`src/inc/cfg_jtag_map.vh`:
```
/*
  Shared constants for the configuration and test-access pin block:
  test-controller state codes, instruction codes, sync reset levels and timing.
  Assumes the includer runs on a 20 MHz system clock.
*/
`ifndef CFG_JTAG_MAP_VH
`define CFG_JTAG_MAP_VH

// system clock rate
`define SYS_CLK_HZ 20000000
// least reconfiguration request low time, in ns, and in whole cycles (rounded up)
`define RECFG_LOW_MIN_NS 320
`define RECFG_LOW_MIN_CYC ((`RECFG_LOW_MIN_NS * (`SYS_CLK_HZ / 1000000) + 999) / 1000)
// least wait from request release to first passive data, in us
`define RECFG_TO_DATA_MIN_US 32

// sixteen-state test controller codes
`define TAP_EXIT2_DR 4'h0
`define TAP_EXIT1_DR 4'h1
`define TAP_SHIFT_DR 4'h2
`define TAP_PAUSE_DR 4'h3
`define TAP_SEL_IR 4'h4
`define TAP_UPDATE_DR 4'h5
`define TAP_CAPTURE_DR 4'h6
`define TAP_SEL_DR 4'h7
`define TAP_EXIT2_IR 4'h8
`define TAP_EXIT1_IR 4'h9
`define TAP_SHIFT_IR 4'hA
`define TAP_PAUSE_IR 4'hB
`define TAP_IDLE 4'hC
`define TAP_UPDATE_IR 4'hD
`define TAP_CAPTURE_IR 4'hE
`define TAP_RESET 4'hF

// instruction codes
`define INS_BYPASS 4'hF
`define INS_ENTER_USER 4'h7
`define INS_READ_SUM 4'h3
// value loaded into the instruction shifter on capture
`define IR_CAPTURE_VAL 4'h1

// synchroniser reset levels {tdi, tms, tck, config_done, recfg_n}
`define SYNC_RST_VAL 5'h19

`endif

```
`src/word_fifo.v`:
```
/*
  Synchronous FIFO with a registered output stage; width and depth are parameters.
  Assumes both sides share clk; flush empties it in one cycle.
*/
`timescale 1ns/1ps
`default_nettype none

module word_fifo #(
	parameter WIDTH = 8,
	parameter DEPTH = 8,
	parameter AW = 3
) (
	// clock and reset
	input wire clk,
	input wire rst,
	input wire flush,
	// fill side
	input wire [WIDTH-1:0] in_data,
	input wire in_valid,
	output wire in_ready,
	// drain side
	output reg [WIDTH-1:0] out_data,
	output reg out_valid,
	input wire out_ready
);

	reg [WIDTH-1:0] mem [0:DEPTH-1];
	reg [AW-1:0] wr_q;
	reg [AW-1:0] rd_q;
	reg [AW:0] cnt_q;
	wire push;
	wire pop;

	// memory holds DEPTH-1 words, the output stage one more: DEPTH in all
	assign in_ready = (cnt_q < DEPTH - 1) && !flush;
	assign push = in_valid && in_ready;
	assign pop = (cnt_q != 0) && (!out_valid || out_ready);

	// memory write; no reset so it maps onto plain storage
	always @(posedge clk) begin
		if (push) begin
			mem[wr_q] <= in_data;
		end
	end

	// pointers, count and the output register
	always @(posedge clk or posedge rst) begin
		if (rst) begin
			wr_q <= {AW{1'b0}};
			rd_q <= {AW{1'b0}};
			cnt_q <= {(AW+1){1'b0}};
			out_data <= {WIDTH{1'b0}};
			out_valid <= 1'b0;
		end else if (flush) begin
			wr_q <= {AW{1'b0}};
			rd_q <= {AW{1'b0}};
			cnt_q <= {(AW+1){1'b0}};
			out_valid <= 1'b0;
		end else begin
			if (push) begin
				wr_q <= (wr_q == DEPTH - 1) ? {AW{1'b0}} : wr_q + 1'b1;
			end
			if (pop) begin
				rd_q <= (rd_q == DEPTH - 1) ? {AW{1'b0}} : rd_q + 1'b1;
				out_data <= mem[rd_q];
				out_valid <= 1'b1;
			end else if (out_ready) begin
				out_valid <= 1'b0;
			end
			cnt_q <= cnt_q + {{AW{1'b0}}, push} - {{AW{1'b0}}, pop};
		end
	end

endmodule

`default_nettype wire

```
`src/cfg_tap_port.v`:
```
/*
  Configuration-done / reconfiguration-request pin logic plus a four-wire test port.
  Assumes all pins are asynchronous to clk and the test clock is far slower than clk;
  open-drain and tri-state resolution is done outside, from the enables.
*/
`timescale 1ns/1ps
`default_nettype none
`include "cfg_jtag_map.vh"

// Function
// - open-drain done pin, low while configuring
// - external low on done blocks user mode
// - request reloads configuration, never resets user logic
// - configuration and test pins stay dedicated
// - sample mode-select and data on rising clock
// - update test output after falling clock
// - floating mode-select and data read as one
// - shift into instruction or selected data register
// - output lags input by path length
// - test output undriven when not shifting
// - enter-user instruction then user wait time
module cfg_tap_port #(
	parameter IR_LEN = 4,
	parameter DR_LEN = 8,
	parameter DATA_W = 8,
	parameter FIFO_DEPTH = 8,
	parameter FIFO_AW = 3,
	parameter CFG_WORDS = 16,
	parameter LOAD_GAP = 4,
	parameter USER_WAIT = 64
) (
	// clock and reset
	input wire clk,
	input wire rst,
	// configuration pins
	input wire recfg_n_pin,
	input wire config_done_pin_in,
	output wire config_done_pin_out,
	output wire config_done_pin_oe,
	// test port pins
	input wire tck_pin,
	input wire tms_pin,
	input wire tdi_pin,
	output wire tdo_pin_out,
	output wire tdo_pin_oe,
	// configuration data stream
	input wire [DATA_W-1:0] cfg_data,
	input wire cfg_valid,
	output wire cfg_ready,
	// mode and status
	input wire cfg_via_tap,
	output wire configuring,
	output wire user_mode
);

	localparam CF_LOAD = 3'd0;
	localparam CF_DONE = 3'd1;
	localparam CF_WAIT = 3'd2;
	localparam CF_USER = 3'd3;
	localparam integer LOW_MIN = `RECFG_LOW_MIN_CYC;

	reg [4:0] sync1_q;
	reg [4:0] sync2_q;
	reg tck_d_q;
	reg recfg_d_q;
	reg [7:0] low_cnt_q;
	reg [2:0] cf_q;
	reg [2:0] cf_d;
	reg [15:0] word_cnt_q;
	reg [7:0] gap_q;
	reg [15:0] wait_q;
	reg enter_user_q;
	reg [DATA_W-1:0] sum_q;
	reg [3:0] tap_q;
	reg [3:0] tap_d;
	reg [IR_LEN-1:0] ir_sh_q;
	reg [IR_LEN-1:0] ir_q;
	reg [DR_LEN-1:0] dr_sh_q;
	reg byp_q;
	reg tdo_q;
	reg tdo_oe_q;
	wire recfg_s;
	wire done_s;
	wire tck_s;
	wire tms_s;
	wire tdi_s;
	wire tck_rise;
	wire tck_fall;
	wire trigger;
	wire [DATA_W-1:0] fifo_data;
	wire fifo_valid;
	wire fifo_take;
	wire sel_sum;

	// two-flop synchronisers; tms and tdi rest at one like the weak pull-ups
	always @(posedge clk or posedge rst) begin
		if (rst) begin
			sync1_q <= `SYNC_RST_VAL;
			sync2_q <= `SYNC_RST_VAL;
		end else begin
			sync1_q <= {tdi_pin, tms_pin, tck_pin, config_done_pin_in, recfg_n_pin};
			sync2_q <= sync1_q;
		end
	end

	assign recfg_s = sync2_q[0];
	assign done_s = sync2_q[1];
	assign tck_s = sync2_q[2];
	assign tms_s = sync2_q[3];
	assign tdi_s = sync2_q[4];

	// edge finders on synchronised levels only
	always @(posedge clk or posedge rst) begin
		if (rst) begin
			tck_d_q <= 1'b0;
			recfg_d_q <= 1'b1;
		end else begin
			tck_d_q <= tck_s;
			recfg_d_q <= recfg_s;
		end
	end

	assign tck_rise = tck_s && !tck_d_q;
	assign tck_fall = !tck_s && tck_d_q;

	// low-time counter; a glitch shorter than the least pulse is ignored
	always @(posedge clk or posedge rst) begin
		if (rst) begin
			low_cnt_q <= 8'h00;
		end else if (recfg_s) begin
			low_cnt_q <= 8'h00;
		end else if (low_cnt_q != LOW_MIN) begin
			low_cnt_q <= low_cnt_q + 8'h01;
		end
	end

	// the release edge of a long-enough low pulse starts a reload
	assign trigger = recfg_s && !recfg_d_q && (low_cnt_q == LOW_MIN);

	// incoming configuration words; the loader drains slowly so back-pressure is real
	assign fifo_take = fifo_valid && (cf_q == CF_LOAD) && (gap_q == 8'h00);

	word_fifo #(
		.WIDTH(DATA_W),
		.DEPTH(FIFO_DEPTH),
		.AW(FIFO_AW)
	) u_fifo (
		.clk(clk),
		.rst(rst),
		.flush(trigger),
		.in_data(cfg_data),
		.in_valid(cfg_valid),
		.in_ready(cfg_ready),
		.out_data(fifo_data),
		.out_valid(fifo_valid),
		.out_ready(fifo_take)
	);

	// configuration sequencer next state
	always @* begin
		cf_d = cf_q;
		case (cf_q)
			CF_LOAD: begin
				if (fifo_take && word_cnt_q == CFG_WORDS - 1) begin
					cf_d = CF_DONE;
				end
			end
			CF_DONE: begin
				if (done_s && (!cfg_via_tap || enter_user_q)) begin
					cf_d = CF_WAIT;
				end
			end
			CF_WAIT: begin
				if (!done_s) begin
					cf_d = CF_DONE;
				end else if (wait_q == USER_WAIT - 1) begin
					cf_d = CF_USER;
				end
			end
			CF_USER: begin
				if (!done_s) begin
					cf_d = CF_DONE;
				end
			end
			default: begin
				cf_d = CF_LOAD;
			end
		endcase
		if (trigger) begin
			cf_d = CF_LOAD;
		end
	end

	// sequencer registers; the request only restarts loading, user outputs are not reset
	always @(posedge clk or posedge rst) begin
		if (rst) begin
			cf_q <= CF_LOAD;
			word_cnt_q <= 16'h0000;
			gap_q <= 8'h00;
			wait_q <= 16'h0000;
			sum_q <= {DATA_W{1'b0}};
		end else begin
			cf_q <= cf_d;
			if (trigger) begin
				word_cnt_q <= 16'h0000;
				gap_q <= 8'h00;
				sum_q <= {DATA_W{1'b0}};
			end else if (fifo_take) begin
				word_cnt_q <= word_cnt_q + 16'h0001;
				gap_q <= LOAD_GAP[7:0] - 8'h01;
				sum_q <= sum_q ^ fifo_data;
			end else if (gap_q != 8'h00) begin
				gap_q <= gap_q - 8'h01;
			end
			wait_q <= (cf_q == CF_WAIT && cf_d == CF_WAIT) ? wait_q + 16'h0001 : 16'h0000;
		end
	end

	// enter-user request latched from the instruction update; a set beats a reload clear
	always @(posedge clk or posedge rst) begin
		if (rst) begin
			enter_user_q <= 1'b0;
		end else if (tck_rise && tap_q == `TAP_UPDATE_IR && ir_sh_q == `INS_ENTER_USER) begin
			enter_user_q <= 1'b1;
		end else if (trigger) begin
			enter_user_q <= 1'b0;
		end
	end

	// done pin only ever pulls low; released once loading ends
	assign config_done_pin_out = 1'b0;
	assign config_done_pin_oe = (cf_q == CF_LOAD);
	assign configuring = (cf_q == CF_LOAD);
	assign user_mode = (cf_q == CF_USER);

	// test controller next state from the sampled mode-select
	always @* begin
		case (tap_q)
			`TAP_RESET: tap_d = tms_s ? `TAP_RESET : `TAP_IDLE;
			`TAP_IDLE: tap_d = tms_s ? `TAP_SEL_DR : `TAP_IDLE;
			`TAP_SEL_DR: tap_d = tms_s ? `TAP_SEL_IR : `TAP_CAPTURE_DR;
			`TAP_CAPTURE_DR: tap_d = tms_s ? `TAP_EXIT1_DR : `TAP_SHIFT_DR;
			`TAP_SHIFT_DR: tap_d = tms_s ? `TAP_EXIT1_DR : `TAP_SHIFT_DR;
			`TAP_EXIT1_DR: tap_d = tms_s ? `TAP_UPDATE_DR : `TAP_PAUSE_DR;
			`TAP_PAUSE_DR: tap_d = tms_s ? `TAP_EXIT2_DR : `TAP_PAUSE_DR;
			`TAP_EXIT2_DR: tap_d = tms_s ? `TAP_UPDATE_DR : `TAP_SHIFT_DR;
			`TAP_UPDATE_DR: tap_d = tms_s ? `TAP_SEL_DR : `TAP_IDLE;
			`TAP_SEL_IR: tap_d = tms_s ? `TAP_RESET : `TAP_CAPTURE_IR;
			`TAP_CAPTURE_IR: tap_d = tms_s ? `TAP_EXIT1_IR : `TAP_SHIFT_IR;
			`TAP_SHIFT_IR: tap_d = tms_s ? `TAP_EXIT1_IR : `TAP_SHIFT_IR;
			`TAP_EXIT1_IR: tap_d = tms_s ? `TAP_UPDATE_IR : `TAP_PAUSE_IR;
			`TAP_PAUSE_IR: tap_d = tms_s ? `TAP_EXIT2_IR : `TAP_PAUSE_IR;
			`TAP_EXIT2_IR: tap_d = tms_s ? `TAP_UPDATE_IR : `TAP_SHIFT_IR;
			`TAP_UPDATE_IR: tap_d = tms_s ? `TAP_SEL_DR : `TAP_IDLE;
			default: tap_d = `TAP_RESET;
		endcase
	end

	assign sel_sum = (ir_q == `INS_READ_SUM);

	// rising test-clock work: step the controller, capture, shift, update
	always @(posedge clk or posedge rst) begin
		if (rst) begin
			tap_q <= `TAP_RESET;
			ir_sh_q <= {IR_LEN{1'b0}};
			ir_q <= `INS_BYPASS;
			dr_sh_q <= {DR_LEN{1'b0}};
			byp_q <= 1'b0;
		end else if (tck_rise) begin
			tap_q <= tap_d;
			case (tap_q)
				`TAP_RESET: ir_q <= `INS_BYPASS;
				`TAP_CAPTURE_IR: ir_sh_q <= `IR_CAPTURE_VAL;
				`TAP_SHIFT_IR: ir_sh_q <= {tdi_s, ir_sh_q[IR_LEN-1:1]};
				`TAP_UPDATE_IR: ir_q <= ir_sh_q;
				`TAP_CAPTURE_DR: begin
					dr_sh_q <= sel_sum ? sum_q : {DR_LEN{1'b0}};
					byp_q <= 1'b0;
				end
				`TAP_SHIFT_DR: begin
					if (sel_sum) begin
						dr_sh_q <= {tdi_s, dr_sh_q[DR_LEN-1:1]};
					end else begin
						byp_q <= tdi_s;
					end
				end
				default: begin
					byp_q <= byp_q;
				end
			endcase
		end
	end

	// falling test-clock work: launch the path's last bit, drive only while shifting
	always @(posedge clk or posedge rst) begin
		if (rst) begin
			tdo_q <= 1'b0;
			tdo_oe_q <= 1'b0;
		end else if (tck_fall) begin
			if (tap_q == `TAP_SHIFT_IR) begin
				tdo_q <= ir_sh_q[0];
			end else begin
				tdo_q <= sel_sum ? dr_sh_q[0] : byp_q;
			end
			tdo_oe_q <= (tap_q == `TAP_SHIFT_IR) || (tap_q == `TAP_SHIFT_DR);
		end
	end

	assign tdo_pin_out = tdo_q;
	assign tdo_pin_oe = tdo_oe_q;

endmodule

`default_nettype wire

```
`config.mk`:
```
export PLATFORM = sky130hd
export DESIGN_NAME = cfg_tap_port
export DESIGN_NICKNAME = d
export VERILOG_FILES = /design/src/word_fifo.v /design/src/cfg_tap_port.v
export VERILOG_INCLUDE_DIRS = /design/src /design/src/inc
export SDC_FILE = /design/constraint.sdc
export NUM_CORES = 1
export LEC_CHECK = 0
export CAP_MARGIN = 20
export CORE_MARGIN = 2
export CORE_UTILIZATION = 45
export CTS_BUF_LIST = sky130_fd_sc_hd__clkbuf_4 sky130_fd_sc_hd__clkbuf_8 sky130_fd_sc_hd__clkbuf_16
export CTS_CLUSTER_DIAMETER = 50
export DETAILED_ROUTE_END_ITERATION = 6
export DONT_BUFFER_PORTS = 1
export PLACE_DENSITY = 0.62
export SKIP_CTS_REPAIR_TIMING = 1
export SLEW_MARGIN = 10
export SYNTH_ARGS = -nofsm -noshare
export SYNTH_HDL_FRONTEND = slang
export SYNTH_SLANG_ARGS = --single-unit
```
`constraint.sdc`:
```
create_clock -name clk -period 6.2 [get_ports clk]
set_input_delay 1.55 -clock clk [delete_from_list [all_inputs] [get_ports clk]]
set_output_delay 1.55 -clock clk [all_outputs]
set_load 0.05 [all_outputs]
```
; Word level (Yosys, flattened, before mapping)
; Memory sizes are Yosys's and may differ from the RTL's. A register that Yosys moved wholly into a read port is not among the register bits.
; Cells that the tools add are included.
; Widths: inputs -> output; s select.
[word_totals]
ff_bits = 106
word_cells = 162
mem_count = 1
output_inout_bits = 7
mem_bits_rw = 64
in_bits = 17
[memory_table]
columns = name, words, word_bits, read_ports, rd_clocked_by_memory_dff, write_ports, line
row1 = u_fifo.mem, 8, 8, 1, 1, 1, word_fifo.v:27  ; reg [WIDTH-1:0] mem [0:DEPTH-1];
[op_classes]
n_addsub = 8
eq_ne = 29
bitwise_logic = 2
magnitude_cmp = 1
n_reduce_logical = 46
muxes = 53
[op_table]
columns = op, count
row1 = $mux 8, 9
row2 = $mux 16, 3
row3 = $mux 3, 16
row4 = $pmux 4 s12, 1
row5 = $add 16x1->16 const B, 2
row6 = $eq 4x4->1 const B, 8
row7 = $eq 4x3->1 const B, 5
row8 = $eq 16x4->1 const B, 1
row9 = $eq 16x6->1 const B, 1
row10 = $pmux 4 s2, 2
row11 = $pmux 8 s2, 1
row12 = $reduce_bool 2->1, 8
row13 = $logic_and 1x1->1, 14
row14 = $eq 4x2->1 const B, 3
row15 = $mux 2, 6
row16 = $pmux 3 s4, 1
row17 = $mux 1, 11
row18 = $eq 3x2->1 const B, 3
row19 = $add 8x1->8 const B, 1
row20 = $eq 8x3->1 const B, 1
row21 = $logic_not 8->1, 1
row22 = $mux 4, 2
row23 = $ne 8x3->1 const B, 1
row24 = $reduce_bool 8->1, 1
row25 = 22 further kinds, 37

; Longest topological paths before layout
[depth]
word_depth = 10
depth_mapped = 14
depth_no_buf = 13

; Modules after synthesis
; Synthesis repeated with hierarchy kept, for this count alone.
[hier_totals]
cells_unflattened = 694
hier_area_um2 = 8116.5
[modules_own_cells]
columns = module, seq_area_each_um2, n_inst, area_per_inst_um2, cells_per_inst
row1 = cfg_tap_port, 2396.0, 1, 4628.2, 466
row2 = word_fifo, 2397.3, 1, 3488.3, 228

; Worst setup path before layout
; No wires, ideal clock.
[synth_path]
path_kind = reg2out
from = register cf_q[2]
to = output port configuring
required_time_ps = 4650
t_arrival_ps = 2103
n_path_buf = 2
path_slack_ps = 2547
path_stages_with_launch = 4
path_cell_list = dfrtp_1 buf_6 nor3_1 buf_4
[synth_via]
elab_chain_len = 1
[synth_lines]
columns = element, line
row1 = start: declaration, cfg_tap_port.v:67  ; reg [2:0] cf_q;
row2 = start signal: assignment, cfg_tap_port.v:197  ; cf_q <= CF_LOAD;
row3 = start signal: assignment, cfg_tap_port.v:203  ; cf_q <= cf_d;
row4 = $logic_not 3->1, -
row5 = end: declaration, cfg_tap_port.v:52  ; output wire configuring,
; Every way passes these cells.

; Final worst setup path
[layout_path]
from = register low_cnt_q[0]
to = output port cfg_ready
[layout_via]
elab_chain_len = 4
[layout_lines]
columns = element, line
row1 = start: declaration, cfg_tap_port.v:66  ; reg [7:0] low_cnt_q;
row2 = start signal: assignment, cfg_tap_port.v:133  ; low_cnt_q <= low_cnt_q + 8'h01;
row3 = $eq 8x3->1, cfg_tap_port.v:138  ; assign trigger = recfg_s && !recfg_d_q && (low_cnt_q == LOW_MIN);
row4 = $logic_and 1x1->1, cfg_tap_port.v:138
row5 = $logic_not 1->1, word_fifo.v:35  ; assign in_ready = (cnt_q < DEPTH - 1) && !flush;
row6 = $logic_and 1x1->1, word_fifo.v:35
row7 = end: declaration, cfg_tap_port.v:49  ; output wire cfg_ready,
; Every way passes these cells.

==> results.md <==
* DP HPWL at 9210 µm
* IO Pins at 24
* Vias in the first global route at 4858
* Via count at 4720
* Initial Util at 45.9%
* Drt first pass iters at 4
* ANT nets after route at 0
* CP Data Required Time at 4.65 ns
* Pleak at 3.51 nW
* Max VDD drop at 0.226 mV
* Area leader, netlist: dfrtp_1
* Slew Viols, Final at 0
* CTS Sinks at 178
* R2r setup slk at 2.95 ns
* # DRC at 0
* CTS tree: yes
* Top post-synthesis cells by area: dfrtp_1 (31%), edfxtp_1 (24%), dfstp_2 (5.0%)
* Final min period at 3.88 ns
* Placer Congestion at 0.813
* Worst Setup SP: low_cnt_q[0]
* Core Box Area at 17300 µm²
* Max Cap Viol at 0
* Die width at 137 µm
* Initial DRC Count at 222
* Status: finished clean
* Multi-input logic area at 2910 µm²
* Worst-skew pair later-pin latency at 0.44 ns
* Top-count cell post-synth: dfrtp_1
* Hold_sp: sync1_q[2]
* Share of layout cells above drive strength 1 at 14.8%
* Crit path kind: reg2out
* Worst EP arrival at 2.33 ns
* Sequential-to-total area share from yosys stat at 60.4%
* Critical path capture point type: primary output
* Synthesis-to-finish area growth at 10.1%
* Hold Slack at 0.346 ns
* Core Util, Final at 50.5%
* R2r startpoint: cf_q[2]
* Syn_area_per_cell at 12.2 µm²
* Synth top area share at 31.2%
* Post-synth ARST share at 64.0%
* Fin crit share at 62.5%
* Count of final hold-check violations at 0
* Hold Crit Class: reg2reg
* Critical Path Source Type: flop
* Global Route Usage Sum at 16.1%
* Final Non-Filler Cells at 886
* Slew @ Worst Pin at 1.08 ns
* Sequential Area at 4790 µm²
* Warning count from the yosys run at 0
* Netlist cell types at 56
* TritonCTS Buffers at 17
* Ant diodes at 0
* Relative slew slack at 27.5%
* Main flop type after synthesis: dfrtp_1
* Placed cells at 852
* Largest net degree at the start of global routing at 63
* Initial antenna violation count at 0
* Post-synth top cells: dfrtp_1 (99), edfxtp_1 (64), nor2_1 (63)
* Root Driver: clkbuf_16
* Syn Std Cell Area at 7940 µm²
* Layout fillers at 1502
* Nets at 681
* Setup Skew at 0.0109 ns
* Post-placement cell area at 8120 µm²
* H-tree depth at 4
* # port buffers at 0
* WL final at 13700 µm
* PD cells at 390 nW/µm²
* Pre-CTS WS at 2.77 ns
* Mapped Cells at 650
* Post-DR vias/cell at 5.33
* Fmax at 0.258 GHz
* Number of synthesized register bits at 178
* Fin area at 8730 µm²
* Clk pin slew, worst setup/hold paths at 0.07 ns
* First-pass GRT wire length at 23500 µm
* Final WS setup at 2.32 ns
* Post-DR wirelength/cell at 15.4 µm
* Post-route setup TNS at 0 ns
* Unrepaired setup endpoints after global routing: false
* CP Max Fanout at 32
* Grt total ovfl at 0
* Die Y at 137 µm
* Number of synthesized flops with an enable pin at 64
* Design Power at 3.41 mW
* # rows at 48
* Longest Clk Path Bufs at 2
* Setup violations, final at 0
* Die area at 18700 µm²
-- layout by cell type, fill, tap and decap left out, types with 3 or more instances in the layout --
master,Yosys,layout
nand2_1,59,59
mux2_2,3,3
dfstp_2,15,15
and4_1,3,3
buf_4,2,4
nand4_1,9,9
or3_1,9,9
clkbuf_16,0,17
clkinv_8,0,3
nand2b_1,6,6
a22o_1,4,4
o21ai_0,29,29
and3_1,14,14
nand3_1,20,20
mux2i_1,16,16
a31oi_1,5,5
edfxtp_1,64,64
xor2_1,29,29
a21oi_1,21,21
nor2_1,63,63
and2_1,3,3
inv_8,0,6
nor3_2,10,11
inv_6,0,4
o21ai_1,3,3
ha_1,15,15
or4_1,4,4
xnor2_1,17,17
inv_1,21,20
nor4_1,9,8
nor3_1,25,24
dfrtp_1,99,99
nor2b_1,6,6
mux4_2,16,16
-- power breakdown --
group          total, mW  internal [mW]  switching [mW]
logic              0.663          0.330           0.334
clock network       1.08          0.549           0.528
registers           1.67           1.44           0.224
-- cell type report --
| type | count | share of cell area [%] |
|---|---|---|
| Sequential cell | 178 | 54.9 |
| Multi-Input combinational cell | 422 | 33.4 |
| Clock buffer | 17 | 4.87 |
| Tap cell | 225 | 3.22 |
| Clock inverter | 15 | 1.98 |
| Inverter | 21 | 0.931 |
| Timing Repair Buffer | 8 | 0.759 |
-- state kept, by name (all words and copies together), names as in the netlist, 8 cells and up --
name	count
wait_q	16
u_fifo.mem	64
sum_q	8
word_cnt_q	16
gap_q	8
dr_sh_q	8
low_cnt_q	8
u_fifo.out_data	8
-- per-layer routing --
layer	vias up	global-route usage, %	wire [µm]
met5	-	0	0
met3	13	4.67	429
li1	2299	-	-
met2	63	25.6	6590
met1	2345	21.2	6490
met4	0	5.33	161
-- cell families after synthesis --
family | Yosys count | synth area share (%)
and+or+nand+nor | 255 | 17.1
DFF | 178 | 60.4
AOI/OAI and AO/OA | 68 | 4.75
buffers and inverters | 51 | 3.07
xor gates and xnor gates | 46 | 5.08
muxes | 35 | 6.98
adders and majority gates | 16 | 2.62
other | 1 | 0.0473
-- path summary, 6_finish.rpt --
path	to	cells after the start
max in group asynchronous	low_cnt_q[1]	2
worst min register to register	sync2_q[2]	0
worst min-delay path	sync2_q[2]	0
min in group asynchronous	ir_sh_q[0]	1
worst max register to register	u_fifo.cnt_q[3]	11
worst max-delay path	cfg_ready	5
-- critical path: stages, from the launching register on --
cell,delay (ns)
dfrtp_1,0.41
ha_1,0.25
nand2_1,0.14
nor4_2,0.06
buf_4,0.24
nor2b_1,0.78
Note: power is estimated with default switching activity, not from simulation.
